## src/rcs_pkg.sv

```systemverilog
package rcs_pkg;
  // System clock rate
  localparam int CLK_MHZ = 100;
  // Register indices; byte address is four times the index
  localparam logic [7:0] IDX_AT_NORM = 8'h1e;
  localparam logic [7:0] IDX_AT_FAST = 8'h1f;
  localparam logic [7:0] IDX_STRAP_A = 8'h34;
  localparam logic [7:0] IDX_STRAP_B = 8'h35;
  localparam logic [7:0] IDX_RANGE_LO = 8'h40;
  localparam logic [7:0] IDX_RANGE_HI = 8'h41;
  localparam logic [7:0] IDX_RST_CTRL = 8'h42;
  localparam logic [7:0] IDX_RST_CAUSE = 8'h43;
  // Field positions in the strap registers
  localparam int A_PINOUT = 0;
  localparam int A_RTC = 2;
  localparam int A_AUX = 3;
  localparam int A_SUPPLY = 5;
  localparam int B_PARITY = 1;
  localparam int B_KBC = 5;
  localparam int B_NORMAL = 6;
  localparam int B_ROM = 7;
  // Field positions in reset control and cause
  localparam int CTRL_SOFT_RST = 0;
  localparam int CAUSE_POWER = 0;
  localparam int CAUSE_KBC = 1;
  localparam int CAUSE_SHUTDOWN = 2;
  localparam int CAUSE_SOFT = 3;
  // Reset values
  localparam logic [2:0] AT_NORM_RST = 3'h0;
  localparam logic [2:0] AT_FAST_RST = 3'h7;
  localparam logic [7:0] RANGE_LO_RST = 8'hff;
  localparam logic [7:0] RANGE_HI_RST = 8'h00;
  localparam logic [3:0] CAUSE_RST = 4'h1;
  // Local reset pulse: least time, rounded up to whole cycles
  localparam int RST_PULSE_NS = 1000;
  localparam int RST_PULSE_CYC = (RST_PULSE_NS * CLK_MHZ + 999) / 1000;
  // Strap levels, one bit per strap pin
  typedef struct packed {
    logic strap_rom_select;
    logic strap_normal_b;
    logic strap_kbc_enable;
    logic strap_parity_enable;
    logic strap_supply_level;
    logic strap_mode_aux;
    logic strap_rtc_enable;
    logic strap_pinout_mode;
  } rcs_strap_t;
  // Levels set by the board pulls
  localparam rcs_strap_t STRAP_DEFAULT = 8'h3e;
  // Local reset sequencer
  typedef enum logic [1:0] {
    RST_HOLD = 2'b00,
    RST_PULSE = 2'b01,
    RST_RUN = 2'b10
  } rcs_rst_state_t;
  // Half period of the expansion-bus clock in system cycles
  function automatic logic [7:0] at_half(input logic [2:0] sel);
    case (sel)
      3'h0: at_half = 8'h08;
      3'h1: at_half = 8'h07;
      3'h2: at_half = 8'h06;
      3'h3: at_half = 8'h05;
      3'h4: at_half = 8'h04;
      3'h5: at_half = 8'h03;
      3'h6: at_half = 8'h02;
      default: at_half = 8'h01;
    endcase
  endfunction
endpackage

```

## src/rcs_top.sv

```systemverilog
// Chosen here: the Wishbone interface to the registers and the register offsets.
`timescale 1ns/1ps
// How it works
// - Power-good drives bus and local resets
// - Fast keyboard reset and shutdown reset locally
// - Bus clock is half the double-rate clock
// - Keyboard clock is oscillator halved, power on
// - Accesses inside programmed range select fast speed
// - Eight expansion clock rates, changeable while running
// - Channel-0 strap latched as pinout mode
// - Channel-2 strap latched as RTC enable
// - Channel-5 strap latched as keyboard enable
// - Channel-1 strap latched as parity enable
// - Remaining straps latched into status bits
module rcs_top (
  input wire logic i_sys_clk,
  input wire logic i_rst,
  input wire logic i_wb_cyc,
  input wire logic i_wb_stb,
  input wire logic i_wb_we,
  input wire logic [11:0] i_wb_adr,
  input wire logic [3:0] i_wb_sel,
  input wire logic [31:0] i_wb_dat,
  output logic [31:0] o_wb_dat,
  output logic o_wb_ack,
  input wire logic i_power_good_in,
  input wire logic i_double_rate_clock_in,
  input wire logic i_ref_oscillator_in,
  input wire rcs_pkg::rcs_strap_t i_straps,
  input wire logic i_cpu_access,
  input wire logic [23:0] i_cpu_addr,
  input wire logic i_kbc_fast_reset,
  input wire logic i_shutdown_cycle,
  output logic o_bus_reset,
  output logic o_local_cpu_reset_out,
  output logic o_bus_clock_out,
  output logic o_kbc_half_osc_clock,
  output logic o_expansion_bus_clock,
  output rcs_pkg::rcs_strap_t o_strap_cfg
);

  // Chip reset apart from clock dividers and strap latch: external reset or power not good
  logic sys_rst;
  assign sys_rst = i_rst | ~i_power_good_in;

  // Bus request decode
  logic wb_req; // Request waiting for its answer
  logic [7:0] wb_idx; // Register index from the byte address
  logic wb_wr; // Write that takes effect this edge
  assign wb_req = i_wb_cyc & i_wb_stb & ~o_wb_ack;
  assign wb_idx = i_wb_adr[9:2];
  assign wb_wr = wb_req & i_wb_we & i_wb_sel[0];

  // Software-visible registers
  logic [2:0] at_norm, next_at_norm; // Normal expansion clock rate
  logic [2:0] at_fast, next_at_fast; // Fast expansion clock rate
  logic [7:0] range_lo, next_range_lo; // Fast range lower bound, addr[23:16]
  logic [7:0] range_hi, next_range_hi; // Fast range upper bound, addr[23:16]
  logic [3:0] cause, next_cause; // Sticky reset causes
  logic soft_rst, next_soft_rst; // One-cycle software reset request
  logic [31:0] next_wb_dat;
  logic next_wb_ack;

  // Local reset events, valid only while running
  logic ev_kbc, ev_shut;
  assign ev_kbc = i_kbc_fast_reset;
  assign ev_shut = i_shutdown_cycle;
  // Sequencer state, declared here because cause logic reads it
  rcs_pkg::rcs_rst_state_t rst_state, next_rst_state;

  // Register writes, reads and the bus answer
  always_comb begin
    next_at_norm = at_norm;
    next_at_fast = at_fast;
    next_range_lo = range_lo;
    next_range_hi = range_hi;
    next_cause = cause;
    next_soft_rst = 1'b0;
    next_wb_ack = wb_req;
    next_wb_dat = 32'h0000_0000;
    // Read data; unmapped indices read zero
    case (wb_idx)
      rcs_pkg::IDX_AT_NORM: next_wb_dat[2:0] = at_norm;
      rcs_pkg::IDX_AT_FAST: next_wb_dat[2:0] = at_fast;
      rcs_pkg::IDX_STRAP_A: begin
        next_wb_dat[rcs_pkg::A_PINOUT] = o_strap_cfg.strap_pinout_mode;
        next_wb_dat[rcs_pkg::A_RTC] = o_strap_cfg.strap_rtc_enable;
        next_wb_dat[rcs_pkg::A_AUX] = o_strap_cfg.strap_mode_aux;
        next_wb_dat[rcs_pkg::A_SUPPLY] = o_strap_cfg.strap_supply_level;
      end
      rcs_pkg::IDX_STRAP_B: begin
        next_wb_dat[rcs_pkg::B_PARITY] = o_strap_cfg.strap_parity_enable;
        next_wb_dat[rcs_pkg::B_KBC] = o_strap_cfg.strap_kbc_enable;
        next_wb_dat[rcs_pkg::B_NORMAL] = o_strap_cfg.strap_normal_b;
        next_wb_dat[rcs_pkg::B_ROM] = o_strap_cfg.strap_rom_select;
      end
      rcs_pkg::IDX_RANGE_LO: next_wb_dat[7:0] = range_lo;
      rcs_pkg::IDX_RANGE_HI: next_wb_dat[7:0] = range_hi;
      rcs_pkg::IDX_RST_CAUSE: next_wb_dat[3:0] = cause;
      default: next_wb_dat = 32'h0000_0000;
    endcase
    if (!wb_req || i_wb_we) begin
      next_wb_dat = 32'h0000_0000;
    end
    // Writes; strap registers are read only
    if (wb_wr) begin
      case (wb_idx)
        rcs_pkg::IDX_AT_NORM: next_at_norm = i_wb_dat[2:0];
        rcs_pkg::IDX_AT_FAST: next_at_fast = i_wb_dat[2:0];
        rcs_pkg::IDX_RANGE_LO: next_range_lo = i_wb_dat[7:0];
        rcs_pkg::IDX_RANGE_HI: next_range_hi = i_wb_dat[7:0];
        rcs_pkg::IDX_RST_CTRL: next_soft_rst = i_wb_dat[rcs_pkg::CTRL_SOFT_RST];
        rcs_pkg::IDX_RST_CAUSE: next_cause = cause & ~i_wb_dat[3:0];
        default: next_cause = cause;
      endcase
    end
    // Hardware sets after the clear so a coincident event wins
    if (rst_state == rcs_pkg::RST_RUN) begin
      if (ev_kbc) begin
        next_cause[rcs_pkg::CAUSE_KBC] = 1'b1;
      end
      if (ev_shut) begin
        next_cause[rcs_pkg::CAUSE_SHUTDOWN] = 1'b1;
      end
      if (soft_rst) begin
        next_cause[rcs_pkg::CAUSE_SOFT] = 1'b1;
      end
    end
  end

  // Register state; power loss returns it to defaults
  always_ff @(posedge i_sys_clk) begin
    if (sys_rst) begin
      at_norm <= rcs_pkg::AT_NORM_RST;
      at_fast <= rcs_pkg::AT_FAST_RST;
      range_lo <= rcs_pkg::RANGE_LO_RST;
      range_hi <= rcs_pkg::RANGE_HI_RST;
      cause <= rcs_pkg::CAUSE_RST;
      soft_rst <= 1'b0;
      o_wb_ack <= 1'b0;
      o_wb_dat <= 32'h0000_0000;
    end else begin
      at_norm <= next_at_norm;
      at_fast <= next_at_fast;
      range_lo <= next_range_lo;
      range_hi <= next_range_hi;
      cause <= next_cause;
      soft_rst <= next_soft_rst;
      o_wb_ack <= next_wb_ack;
      o_wb_dat <= next_wb_dat;
    end
  end

  // Reset sequencer counters
  logic [7:0] rst_cnt, next_rst_cnt; // Cycles left in the local pulse
  logic next_bus_reset, next_local_reset;

  // Local reset pulse after power-good and on internal events
  always_comb begin
    next_rst_state = rst_state;
    next_rst_cnt = rst_cnt;
    next_bus_reset = ~i_power_good_in;
    case (rst_state)
      rcs_pkg::RST_HOLD: begin
        next_rst_state = rcs_pkg::RST_PULSE;
        next_rst_cnt = 8'(rcs_pkg::RST_PULSE_CYC - 1);
      end
      rcs_pkg::RST_PULSE: begin
        if (rst_cnt == 8'h00) begin
          next_rst_state = rcs_pkg::RST_RUN;
        end else begin
          next_rst_cnt = rst_cnt - 8'h01;
        end
      end
      rcs_pkg::RST_RUN: begin
        if (ev_kbc || ev_shut || soft_rst) begin
          next_rst_state = rcs_pkg::RST_PULSE;
          next_rst_cnt = 8'(rcs_pkg::RST_PULSE_CYC - 1);
        end
      end
      default: next_rst_state = rcs_pkg::RST_HOLD;
    endcase
    next_local_reset = (next_rst_state != rcs_pkg::RST_RUN);
  end

  // Sequencer registers; held in reset while power is bad
  always_ff @(posedge i_sys_clk) begin
    if (sys_rst) begin
      rst_state <= rcs_pkg::RST_HOLD;
      rst_cnt <= 8'h00;
      o_local_cpu_reset_out <= 1'b1;
      o_bus_reset <= 1'b1;
    end else begin
      rst_state <= next_rst_state;
      rst_cnt <= next_rst_cnt;
      o_local_cpu_reset_out <= next_local_reset;
      o_bus_reset <= next_bus_reset;
    end
  end

  // Straps: follow the pins while power is bad, frozen afterwards
  rcs_pkg::rcs_strap_t next_strap_cfg;
  always_comb begin
    next_strap_cfg = o_strap_cfg;
    if (!i_power_good_in) begin
      next_strap_cfg = i_straps;
    end
  end

  // Capture is clocked so the last pre-release level is held
  always_ff @(posedge i_sys_clk) begin
    if (i_rst && i_power_good_in) begin
      o_strap_cfg <= rcs_pkg::STRAP_DEFAULT;
    end else begin
      o_strap_cfg <= next_strap_cfg;
    end
  end

  // Input clock history for edge detection
  logic drc_prev, osc_prev;
  logic next_bus_clk, next_kbc_clk;

  // Dividers by two on rising edges of each input clock
  always_comb begin
    next_bus_clk = o_bus_clock_out;
    next_kbc_clk = o_kbc_half_osc_clock;
    if (i_double_rate_clock_in && !drc_prev) begin
      next_bus_clk = ~o_bus_clock_out;
    end
    if (i_ref_oscillator_in && !osc_prev) begin
      next_kbc_clk = ~o_kbc_half_osc_clock;
    end
    // No keyboard clock without power
    if (!i_power_good_in) begin
      next_kbc_clk = 1'b0;
    end
  end

  // Bus clock keeps running while power is bad so the core can reset
  always_ff @(posedge i_sys_clk) begin
    if (i_rst) begin
      drc_prev <= 1'b0;
      osc_prev <= 1'b0;
      o_bus_clock_out <= 1'b0;
      o_kbc_half_osc_clock <= 1'b0;
    end else begin
      drc_prev <= i_double_rate_clock_in;
      osc_prev <= i_ref_oscillator_in;
      o_bus_clock_out <= next_bus_clk;
      o_kbc_half_osc_clock <= next_kbc_clk;
    end
  end

  // Expansion clock generator state
  logic at_speed_fast, next_at_speed_fast; // Last access fell in the range
  logic [7:0] at_cnt, next_at_cnt; // Cycles left in this phase
  logic [7:0] at_hold, next_at_hold; // Half period of the current period
  logic next_exp_clk;
  logic in_range;
  assign in_range = (i_cpu_addr[23:16] >= range_lo) && (i_cpu_addr[23:16] <= range_hi);

  // Rate is chosen only when a new period starts, never mid-phase
  always_comb begin
    logic [7:0] new_half;
    new_half = rcs_pkg::at_half(at_speed_fast ? at_fast : at_norm);
    next_at_speed_fast = at_speed_fast;
    next_at_hold = at_hold;
    next_exp_clk = o_expansion_bus_clock;
    next_at_cnt = at_cnt - 8'h01;
    if (i_cpu_access) begin
      next_at_speed_fast = in_range;
    end
    if (at_cnt == 8'h00) begin
      next_exp_clk = ~o_expansion_bus_clock;
      if (!o_expansion_bus_clock) begin
        // Rising edge starts a period: take the new rate
        next_at_hold = new_half;
        next_at_cnt = new_half - 8'h01;
      end else begin
        // Low phase repeats the high phase length
        next_at_cnt = at_hold - 8'h01;
      end
    end
  end

  // Expansion clock registers
  always_ff @(posedge i_sys_clk) begin
    if (sys_rst) begin
      at_speed_fast <= 1'b0;
      at_cnt <= 8'h00;
      at_hold <= 8'h01;
      o_expansion_bus_clock <= 1'b0;
    end else begin
      at_speed_fast <= next_at_speed_fast;
      at_cnt <= next_at_cnt;
      at_hold <= next_at_hold;
      o_expansion_bus_clock <= next_exp_clk;
    end
  end

endmodule

```

## config.mk

```make
export PLATFORM = sky130hd
export DESIGN_NAME = rcs_top
export DESIGN_NICKNAME = d
export VERILOG_FILES = /design/src/rcs_pkg.sv /design/src/rcs_top.sv
export SDC_FILE = /design/constraint.sdc
export NUM_CORES = 1
export LEC_CHECK = 0
export ABC_CLOCK_PERIOD_IN_PS = 5100
export BUFFER_PORTS_ARGS = -buffer_cell sky130_fd_sc_hd__buf_4
export CAP_MARGIN = 20
export CORE_ASPECT_RATIO = 2
export CORE_MARGIN = 4
export CORE_UTILIZATION = 50
export DETAILED_ROUTE_END_ITERATION = 16
export GPL_TIMING_DRIVEN = 0
export PLACE_DENSITY = 0.84
export SLEW_MARGIN = 20
export SYNTH_ARGS = -nofsm -noshare
export SYNTH_HDL_FRONTEND = slang
export SYNTH_SLANG_ARGS = --single-unit
```

## constraint.sdc

```tcl
create_clock -name i_sys_clk -period 5.1 [get_ports i_sys_clk]
set_input_delay 1.02 -clock i_sys_clk [delete_from_list [all_inputs] [get_ports i_sys_clk]]
set_output_delay 1.02 -clock i_sys_clk [all_outputs]
set_load 0.02 [all_outputs]
```

==> metrics.yaml <==
outcome: "complete, no violations"
die_x_um: 69.5
dp.cells: 612
instances_no_fill: 627
drtIter0Drc: 202
cts_buffers: 9
route.detailed.drc: 0
num-fill-cells: 608
path_clk_slew_ps: 60
viasPerCell: 5.39
cp_slowest_cell: "dfxtp_1"
synthesis.yosys.warnings: 0
cts_buffer_depth: 2
synth_xor_area_share_pct: 2.78
avgSynthCellArea_sq_um: 8.73
die_y_um: 131
cts-root-buf: "clkbuf_16"
grt.overflow.total: 0
ys_ff_latch: 74
grt.total_usage_pct: 21.9
muxShareOfSynthArea_pct: 7.25
synth_compound_area_share_pct: 13.4
initial_core_util_pct: 51.6
skew_ps: 5.00
synth_top_family_by_area: "simple AND/OR/NAND/NOR gates"
p_total_mw: 1.67
syn-instance-count: 433
final_common_cell: "buf_4"
setup_tns_ps: 0
hold_violations: 0
slew_viol_final: 0
dieArea_sq_um: 9100
hp-class: "reg2reg"
grt_pass1_wl_mm: 15.6
vias: 3382
max_slew_margin_pct: 55.6
rsz0062_at_grt: "false"
area_growth_pct: 26.2
slowest_delay_ps: 460
finalNetCount: 645
clk_latency_ps: 330
core_region_area_sq_um: 7320
worst_slew_pin_slew_ps: 658
crit_path_max_fanout: 5
ys_seq_area_share_pct: 39.2
post-route-period-util_pct: 58.1
place_congestion: 0.923
drt-total-wl_mm: 9.82
antenna_found_initial: 0
drv_cap: 0
yosys.area_share.simple_pct: 20.2
cts.repair.resized: 0
path_cells: "mux2i_1 > inv_1 > ha_1 > or3_1 > mux2_4 > a221oi_4 > nand3_4 > or4_1 > a21oi_1"
grt_max_degree: 13
synth_edf_count: 0
cts.sinks: 74
stdcell_area_sq_um: 4770
wl_per_cell_um: 15.7
most-common-layout-cells: "buf_4 (88), dfxtp_1 (74), nor2_1 (52), nand2_1 (37), inv_1 (30)"
post_cts_buffers: 0
ys.flop_type: "dfxtp_1"
holdBufCountCts: 0
max-vdd-ir-drop_mv: 0.246
path_class: "reg2reg"
power_density_nw_per_um2: 351
dp_hpwl_mm: 7.73
setup_viol: 0
grt_pass1_vias: 3525
cp.required_ps: 5360
power.leakage_nw: 2.24
tritoncts: "done"
h-tree-depth: 3
firstDrtPassIters: 6
synth_adder_area_share_pct: 7.62
start_kind: "register"
antennaDiodeCount: 0
place_area_sq_um: 4460
io_buffers: 64
min_period_ps: 2960
fmax_ghz: 0.337
ios: 137
synth_cell_types: 55
drive_gt1_share_pct: 22.2
cp.arrival_ps: 3230
syn_area_sq_um: 3780
hold_slack_ps: 454
crit_path_end_kind: "register"
async_flop_share_pct: 0
rows: 44
detail-route-antenna-nets: 0
report_power, final:
group	leakage, nW	internal [mW]	switching [mW]
registers	0.604	0.612	0.0298
clock network	0.151	0.422	0.234
logic	1.48	0.161	0.213
cell families after synthesis:
logic type / Yosys count
adder cells (fa/ha/maj): 23
flip-flops: 74
XOR/XNOR: 12
multiplexers: 26
AND/OR/NAND/NOR: 152
buffers and inverters: 71
other: 1
AO/OA/AOI/OAI: 74
Yosys cell counts (all sizes together) (8+ instances only):
| master | number | area share (%) |
|---|---|---|
| a21oi | 22 | 2.9 |
| buf | 26 | 5.0 |
| clkbuf | 15 | 1.5 |
| dfxtp | 74 | 39 |
| ha | 23 | 7.6 |
| inv | 30 | 3.0 |
| mux2 | 8 | 2.5 |
| mux2i | 18 | 4.8 |
| nand2 | 37 | 3.7 |
| nand3 | 10 | 1.7 |
| nor2 | 52 | 5.2 |
| nor2b | 12 | 2.0 |
| o211ai | 9 | 1.8 |
| o21ai | 12 | 1.6 |
| xor2 | 8 | 1.9 |
sequential cells by signal, summed over array words and instances, names as in the netlist:
| signal | count |
|---|---|
| at_cnt | 8 |
| o_strap_cfg | 8 |
| o_wb_dat | 8 |
| range_hi | 8 |
| range_lo | 8 |
| rst_cnt | 8 |
| at_hold | 4 |
| cause | 4 |
| at_fast | 3 |
| at_norm | 3 |
| rst_state | 2 |
| at_speed_fast | 1 |
| drc_prev | 1 |
| o_bus_clock_out | 1 |
| o_bus_reset | 1 |
| o_expansion_bus_clock | 1 |
| o_kbc_half_osc_clock | 1 |
| o_local_cpu_reset_out | 1 |
| o_wb_ack | 1 |
| osc_prev | 1 |
| soft_rst | 1 |
metrics by stage:
stage               util [%]  setup slack [ps]
floorplan                  -              2430
global placement        60.9              2130
detailed placement      60.9              2060
CTS                     65.1              2130
global route            65.1              2040
finish                  65.1              2140
cell type report:
type / count / area [sq um] / area share [%]
Clock inverter: 6 / 82.6 / 1.73
Multi-Input combinational cell: 311 / 2030 / 42.5
Clock buffer: 9 / 225 / 4.72
Buffer: 41 / 245 / 5.14
Timing Repair Buffer: 64 / 480 / 10.1
Sequential cell: 74 / 1480 / 31.1
Tap cell: 92 / 115 / 2.41
Inverter: 30 / 113 / 2.36
final timing paths:
kind / startpoint / endpoint / slack, ps / cells after the start
setup reg to reg: at_speed_fast / at_cnt[6] / 2140 / 9
hold / removal: at_hold[2] / at_hold[2] / 450 / 2
hold reg to reg: at_hold[2] / at_hold[2] / 450 / 2
setup / recovery: at_speed_fast / at_cnt[6] / 2140 / 9
metal layers:
metal | track usage, % | part of all wire (%) | up-vias
met5 | 0 | 0 | -
met4 | 18.8 | 6.8 | 0
met3 | 3.83 | 5.0 | 50
met2 | 42.5 | 56 | 134
met1 | 18.8 | 33 | 1563
li1 | - | - | 1635
worst max-delay path, delay by kind of cell (launching register included):
kind                     cells  cell delay (ps)
AO/OA/AOI/OAI                2              580
adder cells (fa/ha/maj)      1              190
buffers and inverters        1              110
flip-flops                   1              460
multiplexers                 2              670
AND/OR/NAND/NOR              3              880
Note: power is estimated with default switching activity, not from simulation.
